File: config.mk
export PLATFORM = sky130hd
export DESIGN_NAME = adc_out_core
export DESIGN_NICKNAME = d
export VERILOG_FILES = /design/src/logic/adc_out_pkg.sv /design/src/logic/adc_out_core.sv /design/src/logic/sample_fifo.sv /design/src/logic/pipe_delay.sv
export SDC_FILE = /design/constraint.sdc
export NUM_CORES = 2
export LEC_CHECK = 0
export CAP_MARGIN = 20
export CORE_ASPECT_RATIO = 0.5
export CORE_MARGIN = 2
export CORE_UTILIZATION = 50
export DETAILED_ROUTE_END_ITERATION = 16
export DONT_BUFFER_PORTS = 1
export PLACE_DENSITY_LB_ADDON = 0.25
export REMOVE_ABC_BUFFERS = 1
export SYNTH_ARGS = -nofsm -noshare
export SYNTH_HDL_FRONTEND = slang
export SYNTH_SLANG_ARGS = --single-unit
File: constraint.sdc
create_clock -name clk_sys -period 7.3 [get_ports clk_sys]
set_clock_uncertainty 0.15 [all_clocks]
set_input_delay 0.73 -clock clk_sys [delete_from_list [all_inputs] [get_ports clk_sys]]
set_output_delay 0.73 -clock clk_sys [all_outputs]
set_load 0.03 [all_outputs]
File: src/logic/adc_out_pkg.sv
// Purpose: shared constants and types of the converter output logic
// Assumes: raw samples arrive as 14-bit two's complement values
// Notes: all latencies counted in sampling-clock cycles
// What this block does
// twelve-bit word plus in-range flag
// over top: all ones, flag cleared
// under bottom: all zeros, flag cleared
// offset binary, zero gives top bit only
// interleaved channel b lags one cycle
// sync behaves same in both modes
// edge select picks rising or falling sync
// sync drives data ready to zero
// latency in whole sampling-clock cycles
// partner holds sync long enough
// latency 22 high port, 20 low
// ready reset after 26 or 27
// sync chained out one cycle later
// single-word mode disables low port
// two-word mode halves ready toggle rate
package adc_out_pkg;
   localparam int WORD_W = 12;
   localparam int RAW_W = 14;
   localparam int NCH = 2;
   localparam int PIPE_HI_LAT = 22;
   localparam int PIPE_LO_LAT = 20;
   localparam int RDR_SINGLE = 26;
   localparam int RDR_DUAL = 27;
   localparam int SYNC_MIN_WIDTH = 16;
   localparam int FIFO_DEPTH = 32;
   localparam int CNT_W = 5;
   localparam logic signed [RAW_W-1:0] RAW_MAX = 14'sh07FF;
   localparam logic signed [RAW_W-1:0] RAW_MIN = -14'sh0800;
   localparam logic [WORD_W-1:0] WORD_ONES = 12'hFFF;
   localparam logic [WORD_W-1:0] WORD_ZERO = 12'h000;
   localparam logic [WORD_W-1:0] MID_FLIP = 12'h800;

   typedef struct packed {
      logic [WORD_W-1:0] word;
      logic in_range;
   } coded_t;

   typedef struct packed {
      logic signed [RAW_W-1:0] b;
      logic signed [RAW_W-1:0] a;
   } raw_pair_t;

   typedef struct packed {
      coded_t hi;
      coded_t lo;
   } port_out_t;

   typedef enum logic [1:0] {
      RDR_IDLE = 2'b01,
      RDR_COUNT = 2'b10
   } rdr_state_t;

   localparam coded_t CODE_IDLE = '{word: 12'h000, in_range: 1'b0};

   // saturating offset-binary coder
   function automatic coded_t encode(input logic signed [RAW_W-1:0] raw);
      coded_t c;
      c.word = WORD_ZERO;
      c.in_range = 1'b0;
      if (raw > RAW_MAX) begin
         c.word = WORD_ONES;
         c.in_range = 1'b0;
      end else if (raw < RAW_MIN) begin
         c.word = WORD_ZERO;
         c.in_range = 1'b0;
      end else begin
         c.word = raw[WORD_W-1:0] ^ MID_FLIP;
         c.in_range = 1'b1;
      end
      return c;
   endfunction : encode
endpackage : adc_out_pkg

File: src/logic/adc_out_core.sv
// Purpose: output coding, pipelines, data ready and sync of two channels
// Assumes: samp_clk and sync pin are asynchronous to clk_sys
// Notes: mode inputs are static straps on the clk_sys domain
`timescale 1ns/1ps
`default_nettype none
module adc_out_core
   import adc_out_pkg::*;
(
   // clock and reset
   input wire logic clk_sys,
   input wire logic nrst,
   // sampling clock and sync pins
   input wire logic samp_clk,
   input wire logic sync_trigger_input,
   output logic chained_sync_output,
   // mode straps
   input wire logic sync_edge_select,
   input wire logic two_word_mode,
   input wire logic interleave,
   // raw sample stream
   input wire logic sample_valid,
   input wire raw_pair_t sample,
   output logic sample_ready,
   // output ports
   output port_out_t [NCH-1:0] channel_port,
   output logic [NCH-1:0] channel_data_ready
);

   // pin synchronisers
   logic samp_s1_ff, samp_s2_ff, samp_s3_ff;
   logic sync_s1_ff, sync_s2_ff;
   logic rise, fall, cap_en;

   always_ff @(posedge clk_sys or negedge nrst) begin
      if (!nrst) begin
         samp_s1_ff <= 1'b0;
         samp_s2_ff <= 1'b0;
         samp_s3_ff <= 1'b0;
         sync_s1_ff <= 1'b0;
         sync_s2_ff <= 1'b0;
      end else begin
         samp_s1_ff <= samp_clk;
         samp_s2_ff <= samp_s1_ff;
         samp_s3_ff <= samp_s2_ff;
         sync_s1_ff <= sync_trigger_input;
         sync_s2_ff <= sync_s1_ff;
      end
   end

   always_comb begin
      rise = samp_s2_ff && !samp_s3_ff;
      fall = !samp_s2_ff && samp_s3_ff;
      cap_en = sync_edge_select ? fall : rise;
   end

   // sample buffer
   logic fifo_vld;
   raw_pair_t fifo_dat;
   coded_t enc [NCH];
   coded_t tap_hi [NCH];
   coded_t tap_lo [NCH];

   sample_fifo #(
      .WIDTH($bits(raw_pair_t)),
      .DEPTH(FIFO_DEPTH)
   ) u_fifo (
      .clk_sys(clk_sys),
      .nrst(nrst),
      .in_valid(sample_valid),
      .in_data(sample),
      .in_ready(sample_ready),
      .out_valid(fifo_vld),
      .out_data(fifo_dat),
      .out_ready(rise)
   );

   // coding and pipelines; an empty buffer feeds midscale
   always_comb begin
      enc[0] = encode(fifo_vld ? fifo_dat.a : '0);
      enc[1] = encode(fifo_vld ? fifo_dat.b : '0);
   end

   for (genvar ch = 0; ch < NCH; ch++) begin : g_pipe
      pipe_delay #(
         .DEPTH(PIPE_HI_LAT),
         .HI_TAP(PIPE_HI_LAT),
         .LO_TAP(PIPE_LO_LAT)
      ) u_pipe (
         .clk_sys(clk_sys),
         .nrst(nrst),
         .en(rise),
         .din(enc[ch]),
         .tap_hi(tap_hi[ch]),
         .tap_lo(tap_lo[ch])
      );
   end

   // sync capture, chaining and ready reset counter
   rdr_state_t rdr_st_ff, nxt_rdr_st;
   logic [CNT_W-1:0] rdr_cnt_ff, nxt_rdr_cnt;
   logic sync_cap_ff, nxt_sync_cap;
   logic chain_ff, nxt_chain;
   logic sync_start, fire;

   always_comb begin
      nxt_sync_cap = cap_en ? sync_s2_ff : sync_cap_ff;
      sync_start = cap_en && sync_s2_ff && !sync_cap_ff;
      nxt_chain = rise ? sync_cap_ff : chain_ff;
      nxt_rdr_st = rdr_st_ff;
      nxt_rdr_cnt = rdr_cnt_ff;
      fire = 1'b0;
      case (rdr_st_ff)
         RDR_IDLE: begin
            nxt_rdr_cnt = '0;
         end
         RDR_COUNT: begin
            if (rise) begin
               nxt_rdr_cnt = rdr_cnt_ff - 1'b1;
               if (rdr_cnt_ff == CNT_W'(1)) begin
                  fire = 1'b1;
                  nxt_rdr_st = RDR_IDLE;
               end
            end
         end
         default: begin
            nxt_rdr_st = RDR_IDLE;
            nxt_rdr_cnt = '0;
         end
      endcase
      if (sync_start) begin
         nxt_rdr_st = RDR_COUNT;

         nxt_rdr_cnt = two_word_mode ? CNT_W'(RDR_DUAL) : CNT_W'(RDR_SINGLE);
      end
   end

   always_ff @(posedge clk_sys or negedge nrst) begin
      if (!nrst) begin
         rdr_st_ff <= RDR_IDLE;
         rdr_cnt_ff <= '0;
         sync_cap_ff <= 1'b0;
         chain_ff <= 1'b0;
      end else begin
         rdr_st_ff <= nxt_rdr_st;
         rdr_cnt_ff <= nxt_rdr_cnt;
         sync_cap_ff <= nxt_sync_cap;
         chain_ff <= nxt_chain;
      end
   end

   // per-channel output update and data ready
   port_out_t core_out_ff [NCH];
   port_out_t nxt_core_out [NCH];
   logic [NCH-1:0] core_rdy_ff, nxt_core_rdy, pair_ff, nxt_pair, upd;
   port_out_t lag_out_ff, nxt_lag_out;
   logic lag_rdy_ff, nxt_lag_rdy;
   port_out_t [NCH-1:0] port_ff, nxt_port;
   logic [NCH-1:0] rdy_ff, nxt_rdy;

   always_comb begin
      for (int ch = 0; ch < NCH; ch++) begin
         nxt_core_out[ch] = core_out_ff[ch];
         nxt_core_rdy[ch] = core_rdy_ff[ch];
         nxt_pair[ch] = pair_ff[ch];
         upd[ch] = rise && (!two_word_mode || pair_ff[ch]);
         if (rise) begin
            nxt_pair[ch] = two_word_mode ? !pair_ff[ch] : 1'b0;
         end
         if (upd[ch]) begin
            nxt_core_out[ch].hi = tap_hi[ch];
            nxt_core_out[ch].lo = two_word_mode ? tap_lo[ch] : CODE_IDLE;
            nxt_core_rdy[ch] = !core_rdy_ff[ch];
         end
         if (fire) begin
            nxt_core_rdy[ch] = 1'b0;
            nxt_pair[ch] = 1'b0;
         end
      end
      nxt_lag_out = rise ? core_out_ff[1] : lag_out_ff;
      nxt_lag_rdy = rise ? core_rdy_ff[1] : lag_rdy_ff;
      nxt_port[0] = core_out_ff[0];
      nxt_rdy[0] = core_rdy_ff[0];
      nxt_port[1] = interleave ? lag_out_ff : core_out_ff[1];
      nxt_rdy[1] = interleave ? lag_rdy_ff : core_rdy_ff[1];
   end

   always_ff @(posedge clk_sys or negedge nrst) begin
      if (!nrst) begin
         for (int ch = 0; ch < NCH; ch++) begin
            core_out_ff[ch] <= '{hi: CODE_IDLE, lo: CODE_IDLE};
         end
         core_rdy_ff <= '0;
         pair_ff <= '0;
         lag_out_ff <= '{hi: CODE_IDLE, lo: CODE_IDLE};
         lag_rdy_ff <= 1'b0;
         port_ff <= '0;
         rdy_ff <= '0;
      end else begin
         for (int ch = 0; ch < NCH; ch++) begin
            core_out_ff[ch] <= nxt_core_out[ch];
         end
         core_rdy_ff <= nxt_core_rdy;
         pair_ff <= nxt_pair;
         lag_out_ff <= nxt_lag_out;
         lag_rdy_ff <= nxt_lag_rdy;
         port_ff <= nxt_port;
         rdy_ff <= nxt_rdy;
      end
   end

   assign channel_port = port_ff;
   assign channel_data_ready = rdy_ff;
   assign chained_sync_output = chain_ff;
endmodule : adc_out_core
`default_nettype wire

File: src/logic/sample_fifo.sv
// Purpose: sample buffer with registered read data
// Assumes: one clock domain
// Notes: in_ready low when full, out_valid low when empty
`timescale 1ns/1ps
`default_nettype none
module sample_fifo #(
   parameter int WIDTH = 28,
   parameter int DEPTH = 32
) (
   // clock and reset
   input wire logic clk_sys,
   input wire logic nrst,
   // fill side
   input wire logic in_valid,
   input wire logic [WIDTH-1:0] in_data,
   output logic in_ready,
   // drain side
   output logic out_valid,
   output logic [WIDTH-1:0] out_data,
   input wire logic out_ready
);
   localparam int AW = $clog2(DEPTH);
   logic [WIDTH-1:0] mem [DEPTH];
   logic [AW-1:0] wptr_ff, nxt_wptr, rptr_ff, nxt_rptr;
   logic [AW:0] cnt_ff, nxt_cnt;
   logic vld_ff, nxt_vld;
   logic room_ff, nxt_room;
   logic [WIDTH-1:0] dat_ff, nxt_dat;
   logic push, load;

   always_comb begin
      push = in_valid && room_ff;
      load = (cnt_ff != '0) && (!vld_ff || out_ready);
      nxt_wptr = push ? wptr_ff + 1'b1 : wptr_ff;
      nxt_rptr = load ? rptr_ff + 1'b1 : rptr_ff;
      nxt_cnt = cnt_ff + (AW+1)'(push) - (AW+1)'(load);
      nxt_vld = load ? 1'b1 : (out_ready ? 1'b0 : vld_ff);
      nxt_dat = load ? mem[rptr_ff] : dat_ff;
      // the output register counts towards the depth
      nxt_room = (nxt_cnt + (AW+1)'(nxt_vld)) != (AW+1)'(DEPTH);
   end

   always_ff @(posedge clk_sys or negedge nrst) begin
      if (!nrst) begin
         wptr_ff <= '0;
         rptr_ff <= '0;
         cnt_ff <= '0;
         vld_ff <= 1'b0;
         room_ff <= 1'b1;
         dat_ff <= '0;
      end else begin
         wptr_ff <= nxt_wptr;
         rptr_ff <= nxt_rptr;
         cnt_ff <= nxt_cnt;
         vld_ff <= nxt_vld;
         room_ff <= nxt_room;
         dat_ff <= nxt_dat;
      end
   end

   always_ff @(posedge clk_sys) begin
      if (push) begin
         mem[wptr_ff] <= in_data;
      end
   end

   assign in_ready = room_ff;
   assign out_valid = vld_ff;
   assign out_data = dat_ff;
endmodule : sample_fifo
`default_nettype wire

File: src/logic/pipe_delay.sv
// Purpose: per-channel sampling pipeline with two output taps
// Assumes: en pulses once per sampling-clock rising edge
// Notes: tap k holds the word entered k edges ago
`timescale 1ns/1ps
`default_nettype none
module pipe_delay
   import adc_out_pkg::*;
#(
   parameter int DEPTH = PIPE_HI_LAT,
   parameter int HI_TAP = PIPE_HI_LAT,
   parameter int LO_TAP = PIPE_LO_LAT
) (
   // clock and reset
   input wire logic clk_sys,
   input wire logic nrst,
   // shift control
   input wire logic en,
   input wire coded_t din,
   // taps
   output coded_t tap_hi,
   output coded_t tap_lo
);
   coded_t stage_ff [DEPTH];
   coded_t nxt_stage [DEPTH];

   always_comb begin
      for (int i = 0; i < DEPTH; i++) begin
         nxt_stage[i] = stage_ff[i];
      end
      if (en) begin
         nxt_stage[0] = din;
         for (int i = 1; i < DEPTH; i++) begin
            nxt_stage[i] = stage_ff[i-1];
         end
      end
   end

   always_ff @(posedge clk_sys or negedge nrst) begin
      if (!nrst) begin
         for (int i = 0; i < DEPTH; i++) begin
            stage_ff[i] <= CODE_IDLE;
         end
      end else begin
         for (int i = 0; i < DEPTH; i++) begin
            stage_ff[i] <= nxt_stage[i];
         end
      end
   end

   assign tap_hi = stage_ff[HI_TAP-1];
   assign tap_lo = stage_ff[LO_TAP-1];
endmodule : pipe_delay
`default_nettype wire

==> results.cfg <==
[worst_setup_path]
max_stage_delay_ps = 900
startpoint_type = flop
worstPathMaxFanout = 103
cpMaxStageDelayCell = buf_4
cp.required_ps = 7830
crit_top_cell = buf_4
crit_path_end_kind = flop
worstSetupPathType = flop to flop
crit_chain = nand2b_4 > buf_4 > buf_4 > buf_4 > nor3_1 > nand3b_1 > nor2_1 > a211oi_1
worstPathArrival_ps = 4620

[clocking]
clock_sinks = 1665
clockBufferDepth = 3
h-tree-depth = 4
ctsResizeCount = 0
cts_made_buffers = 145
clk_latency_ps = 770
cts-root-buf = clkbuf_16
cts_setup_buffers = 0
clk_transition_reported_paths_ps = 60
cts_tree = built

[floorplanning]
fp.dieH_um = 255
die_x_um = 506
pin_count = 92
start_util_pct = 50.7
dieArea_sq_um = 129000
coreArea_sq_um = 124000
rows = 91

[synthesis]
synth_xor_area_share_pct = 0.237
synth_top_family_by_area = simple AND/OR/NAND/NOR gates
synth-simple-area-share_pct = 13.0
synthMuxAreaShare_pct = 9.04
synth_compound_area_share_pct = 2.19
synth_fa_ha_area_share_pct = 0.370
synth_edf_count = 896
synth_area_sq_um = 62900
synthArstFlopShare_pct = 46.2
syn_inst = 4543
ys_warn_count = 0
ys_ff_latch = 1665
yosys_most_used_dff = edfxtp_1
synth.avg_cell_area_sq_um = 13.9
ys_types = 55
yosysSeqAreaShare_pct = 73.3

[routing]
drt-initial-drc-count = 3867
drtPass1Iterations = 7
vias = 34500
route.detailed.drc = 0
via_per_inst = 5.42
drtAntennaViolNets = 0
wl_um = 128000
wl_per_cell_um = 20.2

[global_routing]
grt_max_degree = 770
use_met2_pct = 30.4
grt_use_met1_pct = 29.9
first_global_vias = 33700
use_met3_pct = 4.29
grt_pass1_wl_um = 200000
track_usage_pct = 20.2
grt_overflow = 0
top_usage_layer = met2
antenna_found_initial = 5

[power]
p_sw_w = 0.00694
p_seq_share_pct = 48.6
switching_share_pct = 28.7
combPwrFrac_pct = 19.8
power_density_nw_per_um2 = 345
p_leak_nw = 29.6
p_int_w = 0.0173
clkPwrFrac_pct = 31.6
ir_drop_uv = 268

[sta]
worst_slew_pin_slew_ps = 1470
worst_hold_slack_ps = -104
period_share_pct = 56.0
finalCriticalPeriod_ps = 4090
rsz0062_at_grt = no
slew_headroom_pct = 1.88
fmax_mhz = 245
setup_viol = 0
tns_ps = 0
finalHoldViolations = 43
slew_viol_final = 0

[placement]
io_buffers = 0
finalWeightedCongestion = 0.788
placed_cells = 6044
post-dp-hpwl_um = 67500

[cells_and_area]
area_growth_pct = 11.6
finalNonFillerCells = 6360
drive_above_1_share_pct = 12.7
fin_nets = 4622
fillCellCount = 9830

[run]
drv_cap = 0

[outcome]
outcome = finished, violations left
violations = hold timing

[min_path]
hp-class = input port to async pin
## cells in the final DEF (no fill, tap or decap), types with 8 or more instances in the layout
cell type	synthesis	layout
a221o_1	22	22
a22o_1	53	53
buf_12	0	17
buf_4	23	57
buf_8	0	11
clkbuf_1	149	41
clkbuf_16	0	150
clkbuf_8	0	20
clkinv_1	0	12
clkinv_2	0	15
clkinv_8	0	8
dfrtp_1	767	763
dlygate4sd3_1	0	21
edfxtp_1	896	896
ha_1	17	17
inv_1	21	21
mux2_2	42	42
mux2i_1	143	143
mux4_2	168	168
nand2_1	1833	1832
nor2_1	76	43
nor2_2	0	32
nor3_1	61	61
nor4b_2	25	25
o21ai_0	35	35
o22ai_1	55	55
xnor2_1	12	12
## final cells by class
type	instances	area, sq um	area share (%)
Antenna cell	2	5.00	0.00713
Clock buffer	208	4110	5.85
Clock inverter	55	604	0.861
Inverter	21	78.8	0.112
Multi-Input combinational cell	2618	15800	22.4
Sequential cell	1665	46200	65.7
Tap cell	1674	2090	2.98
Timing Repair Buffer	117	1420	2.02
## cells by family (layout without fill, tap and decap cells)
kind of cell	count (synthesis)	count (layout)
AND/OR/NAND/NOR	2041	2041
flip-flops	1665	1665
multiplexers	353	353
buffers and inverters	260	401
AO/OA/AOI/OAI	189	189
adder cells (fa/ha/maj)	18	18
XOR/XNOR	17	17
other	0	2
## worst max-delay path, delay by kind of cell, from the launching register on
kind	cells	cell delay, ps
simple gates	4	670
compound gates	1	170
flops	1	510
buf+inv	3	2390
## power by group through the flow
stage / Clock (W) / Combinational (W) / Sequential [W]
floorplan: 0 / 0.00356 / 0.0120
global placement: 0 / 0.00450 / 0.0119
detailed placement: 0 / 0.00461 / 0.0119
CTS: 0.00783 / 0.00472 / 0.0118
global route: 0.00820 / 0.00526 / 0.0119
finish: 0.00765 / 0.00480 / 0.0118
## cells in the mapped netlist, types with 3 or more instances
cell type / instances / area share [%]
nor4b_2: 25 / 0.60
nor2_1: 76 / 0.45
or3_1: 4 / 0.040
and3_1: 3 / 0.030
o22ai_1: 55 / 0.55
buf_4: 23 / 0.27
mux4_2: 168 / 6.0
edfxtp_1: 896 / 43
xnor2_1: 12 / 0.17
clkbuf_1: 149 / 0.89
nand4_1: 4 / 0.040
a221o_1: 22 / 0.35
o21ai_0: 35 / 0.28
mux2i_1: 143 / 2.3
nand3_1: 5 / 0.040
nand2b_1: 9 / 0.089
a22o_1: 53 / 0.74
a21oi_1: 6 / 0.048
nand2_1: 1833 / 11
buf_6: 10 / 0.18
nand3b_1: 6 / 0.072
nor2b_1: 5 / 0.050
buf_2: 42 / 0.33
ha_1: 17 / 0.34
dfrtp_1: 767 / 30
inv_1: 21 / 0.13
xor2_1: 5 / 0.070
mux2_2: 42 / 0.75
buf_1: 15 / 0.089
nor3_1: 61 / 0.48
## through the flow
| stage | setup WS [ps] | total power [W] | util (%) | cell area, sq um |
|---|---|---|---|---|
| global route | 2870 | 0.0253 | 56.6 | 70200 |
| floorplan | -20630 | 0.0156 | - | 61800 |
| finish | 3210 | 0.0242 | 56.6 | 70200 |
| global placement | 3140 | 0.0164 | 52.1 | 64600 |
| detailed placement | 3190 | 0.0165 | 52.1 | 64700 |
| CTS | 3200 | 0.0243 | 56.2 | 69800 |
## layer usage
metal | part of all wire [%] | routed length [um]
met5 | 0.026 | 34
met4 | 2.0 | 2520
met3 | 6.9 | 8920
met2 | 45 | 58000
met1 | 46 | 58900
## what timing repair did
action	in CTS	in global routing
hold buffers	31	2
endpoints found under the hold margin	1692	30
endpoints found under the setup margin	0	0
## path summary, 6_finish.rpt
| check | slack (ps) | cells after the start | to | start |
|---|---|---|---|---|
| setup / recovery | 3210 | 8 | pair_ff[1]$_DFFE_PN0P_ | samp_s3_ff$_DFF_PN0_ |
| hold / removal | -100 | 1 | g_pipe[0].u_pipe.stage_ff[277]$_DFFE_PN0P_ | nrst |
| setup reg to reg | 3210 | 8 | pair_ff[1]$_DFFE_PN0P_ | samp_s3_ff$_DFF_PN0_ |
| hold reg to reg | 210 | 0 | sync_s2_ff$_DFF_PN0_ | sync_s1_ff$_DFF_PN0_ |
| max in group asynchronous | 5010 | 2 | core_out_ff[43]$_DFFE_PN0P_ | nrst |
| min in group clk_sys | 90 | 2 | rdr_cnt_ff[0]$_DFFE_PN0P_ | two_word_mode |
## sequential cells by signal, indices dropped and copies added (netlist names), 6 cells and up
name                    count
g_pipe.u_pipe.tap_lo       26
u_fifo.mem                896
channel_port               52
g_pipe.u_pipe.stage_ff    520
core_out_ff                52
g_pipe.u_pipe.tap_hi       26
u_fifo.out_data            28
u_fifo.cnt_ff               6
lag_out_ff                 26
Note: power is estimated with default switching activity, not from simulation.
